<file path="src/design/dmrbo_pkg.sv">
// shared constants and types for the mode register and burst order block
package dmrbo_pkg;
   // ---------------------------------------------------------------
   // command targets (bank address of a mode set)
   // ---------------------------------------------------------------
   localparam logic [2:0] BANK_BURST_LATENCY = 3'h0;
   localparam logic [2:0] BANK_DLL_TERM = 3'h1;

   // ---------------------------------------------------------------
   // reset values
   // ---------------------------------------------------------------
   localparam logic [15:0] BURST_LATENCY_RESET = 16'h0000;
   localparam logic [15:0] DLL_TERM_RESET = 16'h0000;

   // ---------------------------------------------------------------
   // burst_latency_mode_reg fields
   // ---------------------------------------------------------------
   localparam int BL_LSB = 0;
   localparam int LAT_EXT_BIT = 2;
   localparam int ORDER_BIT = 3;
   localparam int LAT_LSB = 4;
   localparam int DLL_RESET_BIT = 8;
   localparam int WR_LSB = 9;
   localparam int DLL_KEEP_BIT = 12;

   // ---------------------------------------------------------------
   // dll_termination_mode_reg fields
   // ---------------------------------------------------------------
   localparam int DLL_DIS_BIT = 0;
   localparam int WLEV_BIT = 7;
   localparam int QOFF_BIT = 12;

   // ---------------------------------------------------------------
   // burst length codes and address bits
   // ---------------------------------------------------------------
   localparam logic [1:0] BL_FIXED8 = 2'h0;
   localparam logic [1:0] BL_OTF = 2'h1;
   localparam logic [1:0] BL_FIXED4 = 2'h2;
   localparam int CHOP_ADDR_BIT = 12;

   // ---------------------------------------------------------------
   // timing counts
   // ---------------------------------------------------------------
   localparam logic [9:0] DLL_LOCK_CYCLES = 10'h200;
   localparam logic [3:0] READ_LATENCY_DEFAULT = 4'h5;
   localparam logic [2:0] LAST_BEAT = 3'h7;

   // ---------------------------------------------------------------
   // burst sequencer states
   // ---------------------------------------------------------------
   typedef enum logic [2:0] {
      SEQ_IDLE = 3'b001,
      SEQ_WAIT = 3'b010,
      SEQ_BURST = 3'b100
   } dmrbo_seq_t;
endpackage : dmrbo_pkg

</file>
<file path="src/design/dmrbo_mode_regs.sv">
// mode registers, burst sequencing and dll control of the dram
//
// Behaviour
// - on-the-fly mode: column bit 12 selects chop
// - bursts wrap inside aligned four/eight column block
// - one burst length serves reads and writes
// - bit three selects burst ordering
// - sequential reads count modulo four per nibble
// - interleaved reads use start xor beat
// - chopped read: nibble order, drivers off after
// - chopped write: start bit two, ascending nibble
// - full write always ascending columns zero-seven
// - chop and full bursts start alike
// - dll reset bit starts reset, self-clears
// - power-down dll stop selects exit time
// - read latency five to fourteen, whole clocks
// - first read data at edge n+latency
// - second register holds until rewritten or reset
// - write leveling termination choice by bit 12
// - bit zero low enables dll, then reset it
// - self refresh stops then relocks dll
`timescale 1ns/1ps
module dmrbo_mode_regs #(
   parameter int COL_W = 10
) (
   input wire logic clk,
   input wire logic rst,
   input wire logic cmd_valid,
   input wire logic cmd_mrs,
   input wire logic cmd_read,
   input wire logic cmd_write,
   input wire logic [2:0] bank_addr,
   input wire logic [15:0] addr,
   input wire logic self_refresh,
   input wire logic precharge_pd,
   output logic beat_valid,
   output logic beat_write,
   output logic [COL_W-1:0] beat_col,
   output logic drive_enable,
   output logic burst_busy,
   output logic burst_chop,
   output logic [1:0] burst_len_mode,
   output logic burst_order_select,
   output logic [3:0] read_latency_cycles,
   output logic latency_reserved,
   output logic [3:0] write_recovery_cycles,
   output logic dll_reset_bit,
   output logic powerdown_dll_keep,
   output logic slow_pd_exit,
   output logic dll_running,
   output logic dll_locked,
   output logic write_leveling,
   output logic wl_all_rtt,
   output logic wl_write_rtt_only
);
   // ---------------------------------------------------------------
   // decode helpers
   // ---------------------------------------------------------------
   function automatic logic chop_of(input logic [1:0] mode, input logic sel);
      case (mode)
         dmrbo_pkg::BL_FIXED4: chop_of = 1'b1;
         dmrbo_pkg::BL_OTF: chop_of = ~sel;
         default: chop_of = 1'b0;
      endcase
   endfunction : chop_of

   function automatic logic [4:0] lat_of(input logic [2:0] code, input logic ext);
      if (!ext && code != 3'h0) begin
         lat_of = {1'b0, 4'(code) + 4'h4};
      end else if (ext && code <= 3'h2) begin
         lat_of = {1'b0, 4'hc + 4'(code)};
      end else begin
         lat_of = {1'b1, dmrbo_pkg::READ_LATENCY_DEFAULT};
      end
   endfunction : lat_of

   // ---------------------------------------------------------------
   // mode registers
   // ---------------------------------------------------------------
   logic [15:0] burst_latency_mode_reg;
   logic [15:0] dll_termination_mode_reg;
   logic wr_base;
   logic wr_second;

   assign wr_base = cmd_valid & cmd_mrs & (bank_addr == dmrbo_pkg::BANK_BURST_LATENCY);
   assign wr_second = cmd_valid & cmd_mrs & (bank_addr == dmrbo_pkg::BANK_DLL_TERM);

   always_ff @(posedge clk) begin
      if (rst) begin
         burst_latency_mode_reg <= dmrbo_pkg::BURST_LATENCY_RESET;
      end else if (wr_base) begin
         burst_latency_mode_reg <= addr;
      end else begin
         burst_latency_mode_reg[dmrbo_pkg::DLL_RESET_BIT] <= 1'b0;
      end
   end

   always_ff @(posedge clk) begin
      if (rst) begin
         dll_termination_mode_reg <= dmrbo_pkg::DLL_TERM_RESET;
      end else if (wr_second) begin
         dll_termination_mode_reg <= addr;
      end
   end

   // ---------------------------------------------------------------
   // decoded settings
   // ---------------------------------------------------------------
   logic [4:0] lat_dec;
   logic [2:0] wr_code;
   logic [3:0] next_wr;
   logic dll_enable;

   assign lat_dec = lat_of(burst_latency_mode_reg[dmrbo_pkg::LAT_LSB +: 3],
                           burst_latency_mode_reg[dmrbo_pkg::LAT_EXT_BIT]);
   assign wr_code = burst_latency_mode_reg[dmrbo_pkg::WR_LSB +: 3];
   // bit zero low keeps dll enabled
   assign dll_enable = ~dll_termination_mode_reg[dmrbo_pkg::DLL_DIS_BIT];

   always_comb begin
      // unsupported codes read back as zero cycles
      case (wr_code)
         3'h1: next_wr = 4'h5;
         3'h2: next_wr = 4'h6;
         3'h3: next_wr = 4'h7;
         3'h4: next_wr = 4'h8;
         3'h5: next_wr = 4'ha;
         3'h6: next_wr = 4'hc;
         default: next_wr = 4'h0;
      endcase
   end

   always_ff @(posedge clk) begin
      if (rst) begin
         burst_len_mode <= dmrbo_pkg::BL_FIXED8;
         burst_order_select <= 1'b0;
         read_latency_cycles <= dmrbo_pkg::READ_LATENCY_DEFAULT;
         latency_reserved <= 1'b0;
         write_recovery_cycles <= 4'h0;
         dll_reset_bit <= 1'b0;
         powerdown_dll_keep <= 1'b0;
         slow_pd_exit <= 1'b1;
         write_leveling <= 1'b0;
         wl_all_rtt <= 1'b0;
         wl_write_rtt_only <= 1'b0;
      end else begin
         burst_len_mode <= burst_latency_mode_reg[dmrbo_pkg::BL_LSB +: 2];
         burst_order_select <= burst_latency_mode_reg[dmrbo_pkg::ORDER_BIT];
         read_latency_cycles <= lat_dec[3:0];
         latency_reserved <= lat_dec[4];
         write_recovery_cycles <= next_wr;
         dll_reset_bit <= burst_latency_mode_reg[dmrbo_pkg::DLL_RESET_BIT];
         powerdown_dll_keep <= burst_latency_mode_reg[dmrbo_pkg::DLL_KEEP_BIT];
         // exit time follows dll keep bit
         slow_pd_exit <= ~burst_latency_mode_reg[dmrbo_pkg::DLL_KEEP_BIT];
         write_leveling <= dll_termination_mode_reg[dmrbo_pkg::WLEV_BIT];
         wl_all_rtt <= dll_termination_mode_reg[dmrbo_pkg::WLEV_BIT]
                       & dll_termination_mode_reg[dmrbo_pkg::QOFF_BIT];
         wl_write_rtt_only <= dll_termination_mode_reg[dmrbo_pkg::WLEV_BIT]
                              & ~dll_termination_mode_reg[dmrbo_pkg::QOFF_BIT];
      end
   end

   // ---------------------------------------------------------------
   // dll control
   // ---------------------------------------------------------------
   logic sr_prev;
   logic [9:0] lock_cnt;
   logic dll_stopped;
   logic relock;

   // slow exit mode stops the dll in power-down
   assign dll_stopped = self_refresh
                        | (precharge_pd & ~burst_latency_mode_reg[dmrbo_pkg::DLL_KEEP_BIT]);
   assign relock = (wr_base & addr[dmrbo_pkg::DLL_RESET_BIT])
                   | (sr_prev & ~self_refresh & dll_enable);

   always_ff @(posedge clk) begin
      if (rst) begin
         sr_prev <= 1'b0;
         dll_running <= 1'b0;
      end else begin
         sr_prev <= self_refresh;
         dll_running <= dll_enable & ~dll_stopped;
      end
   end

   // lock only counts while the dll runs; leaving self refresh forces a fresh lock, a power-down stop only pauses the count
   always_ff @(posedge clk) begin
      if (rst) begin
         lock_cnt <= 10'h0;
         dll_locked <= 1'b0;
      end else if (relock || !dll_enable) begin
         lock_cnt <= dmrbo_pkg::DLL_LOCK_CYCLES;
         dll_locked <= 1'b0;
      end else if (lock_cnt != 10'h0 && !dll_stopped) begin
         // lock time counted here for status only
         lock_cnt <= lock_cnt - 10'h1;
         dll_locked <= (lock_cnt == 10'h1);
      end
   end

   // ---------------------------------------------------------------
   // burst sequencer
   // ---------------------------------------------------------------
   dmrbo_pkg::dmrbo_seq_t state;
   logic [3:0] wait_cnt;
   logic [2:0] beat;
   logic [COL_W-1:0] start_col;
   logic seq_chop;
   logic seq_write;
   logic seq_il;
   logic take;
   logic emit;
   logic [2:0] cur_beat;
   logic [2:0] col_low;
   logic beat_used;

   // new read and write commands are refused until the running burst ends
   assign take = cmd_valid & (cmd_read | cmd_write) & ~cmd_mrs
                 & (state == dmrbo_pkg::SEQ_IDLE);
   assign emit = ((state == dmrbo_pkg::SEQ_WAIT) && (wait_cnt == 4'h1))
                 || (state == dmrbo_pkg::SEQ_BURST);
   assign cur_beat = (state == dmrbo_pkg::SEQ_BURST) ? beat : 3'h0;

   always_ff @(posedge clk) begin
      if (rst) begin
         state <= dmrbo_pkg::SEQ_IDLE;
         wait_cnt <= 4'h0;
         beat <= 3'h0;
      end else begin
         case (state)
            dmrbo_pkg::SEQ_IDLE: begin
               if (take) begin
                  // first beat at edge n plus latency
                  // same start for chop and full
                  wait_cnt <= read_latency_cycles;
                  state <= dmrbo_pkg::SEQ_WAIT;
               end
            end
            dmrbo_pkg::SEQ_WAIT: begin
               if (wait_cnt == 4'h1) begin
                  beat <= 3'h1;
                  state <= dmrbo_pkg::SEQ_BURST;
               end else begin
                  wait_cnt <= wait_cnt - 4'h1;
               end
            end
            dmrbo_pkg::SEQ_BURST: begin
               // eight slots even for a chop
               beat <= beat + 3'h1;
               if (beat == dmrbo_pkg::LAST_BEAT) begin
                  state <= dmrbo_pkg::SEQ_IDLE;
               end
            end
            default: state <= dmrbo_pkg::SEQ_IDLE;
         endcase
      end
   end

   always_ff @(posedge clk) begin
      if (rst) begin
         start_col <= '0;
         seq_chop <= 1'b0;
         seq_write <= 1'b0;
         seq_il <= 1'b0;
      end else if (take) begin
         start_col <= addr[COL_W-1:0];
         seq_chop <= chop_of(burst_latency_mode_reg[dmrbo_pkg::BL_LSB +: 2],
                             addr[dmrbo_pkg::CHOP_ADDR_BIT]);
         seq_write <= cmd_write;
         seq_il <= burst_latency_mode_reg[dmrbo_pkg::ORDER_BIT];
      end
   end

   dmrbo_burst_order u_order (
      .start_low(start_col[2:0]),
      .beat(cur_beat),
      .interleave(seq_il),
      .chop(seq_chop),
      .write(seq_write),
      .col_low(col_low),
      .beat_used(beat_used)
   );

   always_ff @(posedge clk) begin
      if (rst) begin
         beat_valid <= 1'b0;
         beat_write <= 1'b0;
         beat_col <= '0;
         drive_enable <= 1'b0;
         burst_busy <= 1'b0;
         burst_chop <= 1'b0;
      end else begin
         beat_valid <= emit & beat_used;
         beat_write <= emit & seq_write;
         // upper column bits fix the block
         beat_col <= {start_col[COL_W-1:3], col_low};
         drive_enable <= emit & beat_used & ~seq_write;
         burst_busy <= take | (state == dmrbo_pkg::SEQ_WAIT)
                       | ((state == dmrbo_pkg::SEQ_BURST) && (beat != dmrbo_pkg::LAST_BEAT));
         burst_chop <= take ? chop_of(burst_latency_mode_reg[dmrbo_pkg::BL_LSB +: 2],
                                      addr[dmrbo_pkg::CHOP_ADDR_BIT]) : seq_chop;
      end
   end
endmodule : dmrbo_mode_regs

</file>
<file path="src/design/dmrbo_burst_order.sv">
// column order inside one aligned burst block
`timescale 1ns/1ps
module dmrbo_burst_order (
   input wire logic [2:0] start_low,
   input wire logic [2:0] beat,
   input wire logic interleave,
   input wire logic chop,
   input wire logic write,
   output logic [2:0] col_low,
   output logic beat_used
);
   logic [1:0] off;

   always_comb begin
      if (interleave) begin
         off = start_low[1:0] ^ beat[1:0];
      end else begin
         off = start_low[1:0] + beat[1:0];
      end
      if (write) begin
         col_low = chop ? {start_low[2], beat[1:0]} : beat;
      end else begin
         col_low = {start_low[2] ^ (beat[2] & ~chop), off};
      end
      // last four slots of a chop are unused
      beat_used = ~(chop & beat[2]);
   end
endmodule : dmrbo_burst_order

</file>
<file path="config.mk">
export PLATFORM = sky130hd
export DESIGN_NAME = dmrbo_mode_regs
export DESIGN_NICKNAME = d
export VERILOG_FILES = /design/src/design/dmrbo_pkg.sv /design/src/design/dmrbo_mode_regs.sv /design/src/design/dmrbo_burst_order.sv
export SDC_FILE = /design/constraint.sdc
export NUM_CORES = 1
export LEC_CHECK = 0
export CAP_MARGIN = 20
export CORE_AREA = 8 8 83 85
export DETAILED_ROUTE_END_ITERATION = 10
export DIE_AREA = 0 0 91 93
export DONT_BUFFER_PORTS = 1
export MAX_ROUTING_LAYER = met4
export PLACE_DENSITY = 0.79
export SYNTH_ARGS = -nofsm -noshare
export SYNTH_HDL_FRONTEND = slang
export SYNTH_HIERARCHICAL = 1
export SYNTH_SLANG_ARGS = --single-unit
</file>
<file path="constraint.sdc">
create_clock -name clk -period 2.7 [get_ports clk]
set_input_delay 0.135 -clock clk [delete_from_list [all_inputs] [get_ports clk]]
set_output_delay 0.135 -clock clk [all_outputs]
set_load 0.01 [all_outputs]
</file>
==> results of run 1 <==
## area by class of cell
class	count	area (µm²)
Timing Repair Buffer	21	210.2
Sequential cell	83	1662
Multi-Input combinational cell	250	1536
Antenna cell	1	2.502
Clock inverter	6	63.81
Fill cell	480	1913
Clock buffer	10	137.6
Tap cell	75	93.84
Inverter	15	56.30
## where the power goes
part	internal (mW)	leakage [nW]	switching [mW]	total, mW
Sequential	1.27	0.673	0.0479	1.32
Combinational	0.160	0.632	0.223	0.383
Clock	0.453	0.0987	0.431	0.884
## worst paths after layout
check | start | cells after the start | slack (ns) | to
worst max-delay path | state[2] | 4 | 0.76 | wait_cnt[1]
worst min-delay path | addr[8] | 2 | 0.02 | burst_latency_mode_reg[8]
worst max register to register | state[2] | 4 | 0.76 | wait_cnt[1]
worst min register to register | dll_termination_mode_reg[12] | 1 | 0.45 | wl_write_rtt_only
## through the flow
stage | hold WS (ns) | area (µm²)
5_1_grt | 0.01644 | 3760
4_1_cts | 0.01081 | 3760
6_report | 0.02434 | 3762
3_3_place_gp | 0.2155 | 3378
2_1_floorplan | 0.2632 | 3317
3_5_place_dp | 0.2189 | 3378
## synth_stat cells (3+ instances only)
cell type	instances	area, µm²
a211oi_1	3	22.52
a21oi_1	39	195.2
and2_1	6	37.54
clkbuf_1	12	45.04
dfxtp_1	83	1662
ha_1	10	125.1
inv_1	15	56.30
mux2i_1	16	160.2
nand2_1	37	138.9
nand2b_1	5	31.28
nand3_1	6	30.03
nor2_1	34	127.6
nor2b_1	23	143.9
nor3_1	6	30.03
nor4_1	3	18.77
o21ai_0	10	50.05
o31ai_1	6	45.04
or2_2	4	25.02
or3b_2	4	35.03
or4_1	5	37.54
## kinds of logic after synthesis
logic type	after synthesis
simple gates	150
flops	83
compound gates	71
buf+inv	31
mux	18
fa+ha+maj	10
xor+xnor	1
## per-layer routing
metal	GRT usage	up-vias
li1	-	1286
met1	0.2006	1204
met2	0.2636	51
met3	0.06170	6
met4	0.06412	0
met5	-	-
## timing repair
item | in CTS | in global routing
hold endpoints to repair | 60 | 0
buffers inserted | 0 | 0
hold buffers | 17 | 0
## worst reg2reg max path, cell delays in order (launching register included)
cell and delay (ns):
dfxtp_1 0.41, or3b_2 0.61, o22a_1 0.25, a2111oi_0 0.45, a211oi_1 0.09
==> flow_metrics.py, run 1 <==
metrics = {
    "run_status": {
        "status": "complete, no violations",
    },
    "clock_network": {
        "tritoncts": "yes",
        "root_buffer": "clkbuf_8",
        "ctsResizeCount": 0,
        "cts.sinks": 83,
        "clk_pin_slew_ns": 0.08,
        "insertion_delay_ns": 0.34,
        "htreeDepth": 3,
        "numCtsBuffers": 9,
        "clockBufferDepth": 2,
    },
    "critical_path": {
        "path_cells": "or3b_2, o22a_1, a2111oi_0, a211oi_1",
        "cp-end-kind": "flop",
        "slowest_stage": "or3b_2",
        "worstPathArrival_ns": 2.15,
        "cp_slowest_stage_delay_ns": 0.61,
        "worst-path-buf-inv": 0,
        "path_max_fanout": 12,
        "crit_type": "flop to flop",
        "startpoint_type": "flop",
        "worstPathRequired_ns": 2.91,
        "cp_top_family": "compound AO/OA/AOI/OAI gates",
    },
    "synthesis": {
        "synth-edff-count": 0,
        "synth-xor-area-share": 0.002641,
        "async_flop_share": 0,
        "synthMuxAreaShare": 0.05507,
        "synth_ff_type": "dfxtp_1",
        "synth_compound_area_frac": 0.1264,
        "synth.avg_cell_area_um2": 9.112,
        "synth_area_um2": 3317,
        "syn_inst": 364,
        "yosysSeqAreaShare": 0.5009,
        "ys_ff_latch": 83,
        "synth_warnings": 6,
        "yosys.area_share.simple": 0.2414,
        "syn_nets": 401,
        "synthAdderAreaFrac": 0.03772,
        "synth_top_family_by_area": "simple AND/OR/NAND/NOR gates",
        "ys_types": 47,
    },
    "route": {
        "drt_iter0_markers": 142,
        "routed_wl_um": 6990,
        "drt-wirelength-per-cell_um": 15.16,
        "dr.max_layer_used": "met4",
        "vias": 2547,
        "drtPass1Iterations": 4,
        "wl_met3_um": 417,
        "routed-wl-met2_um": 3348,
        "drc": 0,
        "drt-met1-wl_um": 3160,
        "via_per_inst": 5.525,
        "drtAntennaViolNets": 0,
    },
    "power": {
        "power_mw": 2.587,
        "p_per_area_nw_per_um2": 687.5,
        "leakagePower_nw": 1.403,
        "peakVddDrop_v": 0.0003913,
    },
    "final_layout": {
        "layout_commonest_cell": "dfxtp_1",
        "nets": 417,
        "largest_register_ffs": 12,
        "fin_util": 0.6629,
        "instances_no_fill": 461,
        "drive_gt1_frac": 0.09351,
        "area_growth_pct": 13.43,
        "mostFrequentLayoutCells": "dfxtp_1 (83), a21oi_1 (39), nand2_1 (37)",
    },
    "die": {
        "die_width_um": 91,
        "dieArea_um2": 8463,
        "die_h_um": 93,
        "coreArea_um2": 5675,
        "fp-row-count": 28,
        "ioPinCount": 62,
        "start_util": 0.5844,
    },
    "placement": {
        "portBuffers": 0,
        "dp_hpwl_um": 4744,
        "place.gp.congestion": 0.9002,
        "dp.cells": 427,
        "dp_slack_ns": 0.7920,
    },
    "sta": {
        "fmax_mhz": 515.3,
        "layout_min_cycle_time_ns": 1.941,
        "final_hold_viol_count": 0,
        "setup-tns-final_ns": 0,
        "fin_crit_sh": 0.7187,
        "tightest_slew_ns": 0.5101,
        "setup_ws_ns": 0.7595,
        "finClkSkew_ns": 0.005547,
        "setup_viol": 0,
        "drv_slew": 0,
        "maxSlewHeadroom": 0.6568,
        "rsz0062_at_grt": "false",
    },
    "global_routing": {
        "grt_start_max_net_pins": 60,
        "grt.total_usage": 0.1709,
        "grt_pass1_wl_um": 11610,
        "grt_overflow_total": 0,
        "antenna_found_initial": 0,
        "grt_pass1_vias": 2466,
    },
    "job": {
        "cap_violations": 0,
    },
    "worst_hold_path": {
        "hold_path.class": "primary input to flop",
    },
}
Power figures use the tool's default switching activity.
==> run 2, diff against run 1 <==
--- a/config.mk
+++ b/config.mk
@@ -6,12 +6,12 @@
 export NUM_CORES = 1
 export LEC_CHECK = 0
 export CAP_MARGIN = 20
-export CORE_AREA = 8 8 83 85
+export CORE_AREA = 8 8 86 88
 export DETAILED_ROUTE_END_ITERATION = 10
-export DIE_AREA = 0 0 91 93
+export DIE_AREA = 0 0 94 96
 export DONT_BUFFER_PORTS = 1
 export MAX_ROUTING_LAYER = met4
-export PLACE_DENSITY = 0.79
+export PLACE_DENSITY = 0.77
 export SYNTH_ARGS = -nofsm -noshare
 export SYNTH_HDL_FRONTEND = slang
 export SYNTH_HIERARCHICAL = 1
==> constraint.sdc (replaced) <==
create_clock -name clk -period 1.7 [get_ports clk]
set_input_delay 0.085 -clock clk [delete_from_list [all_inputs] [get_ports clk]]
set_output_delay 0.085 -clock clk [all_outputs]
set_load 0.01 [all_outputs]
==> run 2 against run 1 <==
  * The flow now finishes with violations (setup timing)
  * Final cell count up 5.0%
  * Wire length up 8.2%
  * Sequential share of layout area down 3.5 points
  * Sequential cell count unchanged
  * Sequential power up 58%
  * Global-route usage up 0.76 points
  * Clock power up 62%
  * First-iteration DRC count down 14%
  * Highest routed layer unchanged
  * Worst hold slack worse by 0.010 ns
  * Clock skew about the same
  * Die area up 6.6%
  * Maximum frequency up 8.5%
==> flow_metrics.py, run 2 (synthesis gave the netlist of run 1 again) <==
metrics = {
    "final_layout": {
        "nFillCells": 457,
        "layout_commonest_cell": "dfxtp_1",
        "area_growth_pct": 23.73,
        "multiInputGateArea_um2": 1687,
        "drive_gt1_frac": 0.2015,
        "mostFrequentLayoutCells": "dfxtp_1 (79), a21oi_1 (38), nand2_1 (36)",
        "largest_register_ffs": 12,
        "n_antenna_cell": 0,
        "seq_area_um2": 1669,
        "design_area_um2": 4104,
        "nets": 439,
    },
    "worst_hold_path": {
        "hold_path.class": "primary input to flop",
    },
    "sta": {
        "tightest_slew_ns": 0.4494,
        "finClkSkew_ns": 0.005777,
        "setup_viol": 2,
        "whs_ns": 0.01427,
        "fin_crit_sh": 1.052,
        "rsz0062_at_grt": "true",
        "maxSlewHeadroom": 0.7004,
        "layout_min_cycle_time_ns": 1.789,
        "setup_ws_ns": -0.08870,
        "drv_slew": 0,
        "setup-tns-final_ns": -0.1410,
        "fmax_mhz": 559.1,
        "final_hold_viol_count": 0,
    },
    "die": {
        "die_h_um": 96,
        "fp-row-count": 29,
        "dieArea_um2": 9024,
        "coreArea_um2": 6096,
        "ioPinCount": 62,
        "start_util": 0.5441,
        "die_width_um": 94,
    },
    "global_routing": {
        "grt.total_usage": 0.1785,
        "grt_pass1_vias": 2613,
        "grt_start_max_net_pins": 61,
        "grt_overflow_total": 0,
        "grt_pass1_wl_um": 12320,
        "antenna_found_initial": 0,
    },
    "route": {
        "drc": 0,
        "drtAntennaViolNets": 0,
        "via_per_inst": 5.506,
        "drt_iter0_markers": 122,
        "vias": 2665,
        "drt-wirelength-per-cell_um": 15.63,
        "routed_wl_um": 7565,
        "drtPass1Iterations": 4,
    },
    "job": {
        "cap_violations": 0,
    },
    "critical_path": {
        "worst-path-buf-inv": 0,
        "path_max_fanout": 3,
        "startpoint_type": "flop",
        "cp-end-kind": "flop",
        "worstPathArrival_ns": 2.07,
        "cp_top_family": "simple AND/OR/NAND/NOR gates",
        "slowest_stage": "or4_4",
        "cp_slowest_stage_delay_ns": 0.49,
        "path_cells": "or3_4, or4_4, or4_1, a21oi_1",
        "worstPathRequired_ns": 1.98,
        "crit_type": "flop to flop",
    },
    "clock_network": {
        "numCtsBuffers": 9,
        "cts.sinks": 83,
        "clk_pin_slew_ns": 0.08,
        "root_buffer": "clkbuf_8",
        "clockBufferDepth": 2,
        "insertion_delay_ns": 0.35,
        "htreeDepth": 3,
        "tritoncts": "yes",
    },
    "power": {
        "p_int_mw": 3.118,
        "p_comb_frac": 0.196,
        "peakVddDrop_v": 0.0006272,
        "p_per_area_nw_per_um2": 1065,
        "swShare": 0.2864,
        "leakagePower_nw": 1.550,
        "p_clk_frac": 0.326,
        "seq_power_share": 0.478,
        "p_sw_mw": 1.252,
    },
    "run_status": {
        "status": "finished with violations",
        "violations": "setup timing",
    },
    "placement": {
        "portBuffers": 0,
        "place.gp.congestion": 0.8656,
        "place_area_um2": 3528,
        "dp_hpwl_um": 5012,
    },
}
-- run 2: cell count changes in the layout (fill, tap and decap cells not counted), sizes merged --
cell / delta
buf: +21
clkbuf: -1
diode: -1
dlygate4sd3: +1
inv: +1
-- run 2: per-stage QoR --
stage                     power, mW  utilization  setup WS [ns]  instances
after global routing          4.569       0.6732        -0.1373        484
after global placement        2.779       0.5788       -0.04905        448
final                         4.370       0.6732       -0.08870        484
after floorplan               2.580            -       -0.06867        364
after detailed placement      2.793       0.5788       -0.07304        448
after CTS                     4.305       0.6541       -0.08173        484
-- run 2: power by group through the flow --
stage / registers (mW) / logic [mW] / clock network [mW]
finish: 2.09 / 0.855 / 1.43
global route: 2.10 / 0.930 / 1.54
CTS: 2.08 / 0.769 / 1.45
detailed placement: 2.13 / 0.664 / 0
global placement: 2.13 / 0.654 / 0
floorplan: 2.12 / 0.458 / 0
-- run 2: tightest hold or removal path, cell delays in order --
cell     delay [ns]
nor4_1         0.04
mux2i_1        0.12
nor2_1         0.08
-- run 2: final cells by class --
class	instances	share of cell area
clock buffers	9	0.03018
well taps	77	0.02348
flip-flops and latches	83	0.4067
clock inverters	7	0.01860
inverters	15	0.01433
repair buffers	43	0.09573
multi-input cells	250	0.4110
-- run 2: final timing paths --
path                                start           endpoint  slack (ns)  depth (start not counted)
max                           lock_cnt[4]        lock_cnt[7]       -0.09                          4
max reg2reg                   lock_cnt[4]        lock_cnt[7]       -0.09                          4
min                          self_refresh        lock_cnt[3]        0.01                          3
min reg2reg  dll_termination_mode_reg[12]  wl_write_rtt_only        0.44                          1
-- run 2: per-layer routing --
layer | track usage | up-vias | wire length (µm)
li1 | - | 1331 | -
met1 | 0.1944 | 1248 | 3299
met2 | 0.2993 | 68 | 3717
met3 | 0.04446 | 18 | 398
met4 | 0.08719 | 0 | 149
met5 | - | - | 0
-- run 2: what timing repair did --
action                                 in CTS  in global routing
hold buffers                               19                  0
gates resized for setup                    12                 28
setup endpoints to repair                  11                 28
pin swaps                                   2                  5
endpoints found under the hold margin      63                  0
setup buffers                               1                  1
==> run 3, diff against run 2 <==
--- a/config.mk
+++ b/config.mk
@@ -12,6 +12,7 @@
 export DONT_BUFFER_PORTS = 1
 export MAX_ROUTING_LAYER = met4
 export PLACE_DENSITY = 0.77
+export SKIP_LAST_GASP = 1
 export SYNTH_ARGS = -nofsm -noshare
 export SYNTH_HDL_FRONTEND = slang
 export SYNTH_HIERARCHICAL = 1
==> run 3 against run 2 <==
  * The run still ends with setup timing left
  * Register-to-register slack hardly changed
  * Final cell count decreased by 0.21%
  * Critical path depth unchanged
  * Via count down 0.49%
  * Non-clock buffer count down 1
  * Final area down 1.1%
==> flow_metrics.py, run 3 (synthesis gave the netlist of run 1 again) <==
metrics = {
    "critical_path": {
        "crit_type": "flop to flop",
        "startpoint_type": "flop",
        "worstPathRequired_ns": 1.98,
        "path_max_fanout": 3,
        "worstPathArrival_ns": 2.08,
        "cp-end-kind": "flop",
    },
    "die": {
        "fp-row-count": 29,
        "die_h_um": 96,
        "ioPinCount": 62,
        "die_width_um": 94,
        "coreArea_um2": 6096,
        "start_util": 0.5441,
        "dieArea_um2": 9024,
    },
    "clock_network": {
        "numCtsBuffers": 9,
        "clk_pin_slew_ns": 0.08,
        "insertion_delay_ns": 0.35,
        "root_buffer": "clkbuf_8",
        "cts.sinks": 83,
        "tritoncts": "yes",
        "htreeDepth": 3,
        "clockBufferDepth": 2,
    },
    "route": {
        "drt-wirelength-per-cell_um": 15.60,
        "drt_iter0_markers": 117,
        "drtPass1Iterations": 4,
        "via_per_inst": 5.491,
        "routed_wl_um": 7536,
        "vias": 2652,
        "drc": 0,
        "drtAntennaViolNets": 0,
    },
    "sta": {
        "final_hold_viol_count": 0,
        "fmax_mhz": 558.0,
        "tightest_slew_ns": 0.4412,
        "drv_slew": 0,
        "maxSlewHeadroom": 0.7059,
        "rsz0062_at_grt": "true",
        "layout_min_cycle_time_ns": 1.792,
        "finClkSkew_ns": 0.006004,
        "setup_ws_ns": -0.09212,
        "fin_crit_sh": 1.054,
        "setup-tns-final_ns": -0.1274,
        "setup_viol": 2,
    },
    "placement": {
        "dp.cells": 448,
        "portBuffers": 0,
        "dp_slack_ns": -0.07304,
        "place.gp.congestion": 0.8656,
        "dp_hpwl_um": 5012,
    },
    "final_layout": {
        "mostFrequentLayoutCells": "dfxtp_1 (79), a21oi_1 (38), nand2_1 (37)",
        "nets": 438,
        "drive_gt1_frac": 0.1872,
        "n_antenna_cell": 0,
        "largest_register_ffs": 12,
        "area_growth_pct": 22.33,
        "fin_util": 0.6656,
        "layout_commonest_cell": "dfxtp_1",
        "instances_no_fill": 483,
    },
    "worst_hold_path": {
        "hold_path.class": "primary input to flop",
    },
    "run_status": {
        "violations": "setup timing",
        "status": "finished with violations",
    },
    "global_routing": {
        "antenna_found_initial": 0,
        "grt.total_usage": 0.1785,
        "grt_pass1_vias": 2615,
        "grt_overflow_total": 0,
        "grt_pass1_wl_um": 12310,
        "grt_start_max_net_pins": 61,
    },
    "job": {
        "cap_violations": 0,
    },
    "power": {
        "p_per_area_nw_per_um2": 1072,
        "leakagePower_nw": 1.537,
        "peakVddDrop_v": 0.0006257,
    },
}
-- run 3: power by group --
group | switching [mW] | total (mW) | internal [mW]
logic | 0.435 | 0.833 | 0.398
registers | 0.0670 | 2.09 | 2.02
clock network | 0.739 | 1.43 | 0.688
total | 1.24 | 4.35 | 3.11
-- run 3: worst max-delay path: stages (launching register included) --
cell     delay [ns]
dfxtp_1        0.32
or3_4          0.38
or4_4          0.49
or4_1          0.41
a21oi_1        0.13
-- run 3: final cells by class --
| class | count | area (µm²) |
|---|---|---|
| Tap cell | 77 | 96.34 |
| Fill cell | 463 | 2038 |
| Timing Repair Buffer | 42 | 381.6 |
| Inverter | 15 | 58.81 |
| Multi-Input combinational cell | 250 | 1652 |
| Clock inverter | 7 | 76.32 |
| Clock buffer | 9 | 123.9 |
| Sequential cell | 83 | 1669 |
-- run 3: worst paths after layout --
kind | start | end | slack (ns) | cells after the start
min reg2reg | dll_termination_mode_reg[12] | wl_write_rtt_only | 0.44 | 1
max reg2reg | lock_cnt[4] | lock_cnt[7] | -0.09 | 4
min | self_refresh | lock_cnt[3] | 0.007 | 3
max | lock_cnt[4] | lock_cnt[7] | -0.09 | 4
-- run 3: timing repair --
item | in CTS | in global routing
endpoints found under the hold margin | 63 | 0
pin swaps | 2 | 4
endpoints found under the setup margin | 11 | 27
hold buffers | 19 | 0
buffers inserted | 1 | 0
resized for setup | 10 | 23
-- run 3: routing by layer --
metal  GRT usage  share of wire
met2      0.2999           0.49
met3     0.04446          0.049
met4     0.08719          0.018
met1      0.1939           0.44
met5           -              0
-- run 3: stage by stage --
stage               instance area, µm²  hold WS (ns)  power, mW
floorplan                         3324        0.2132      2.580
global placement                  3528        0.1677      2.779
detailed placement                3528        0.1675      2.793
CTS                               3975      0.005149      4.296
global route                      4058       0.01756      4.552
finish                            4058      0.007456      4.348
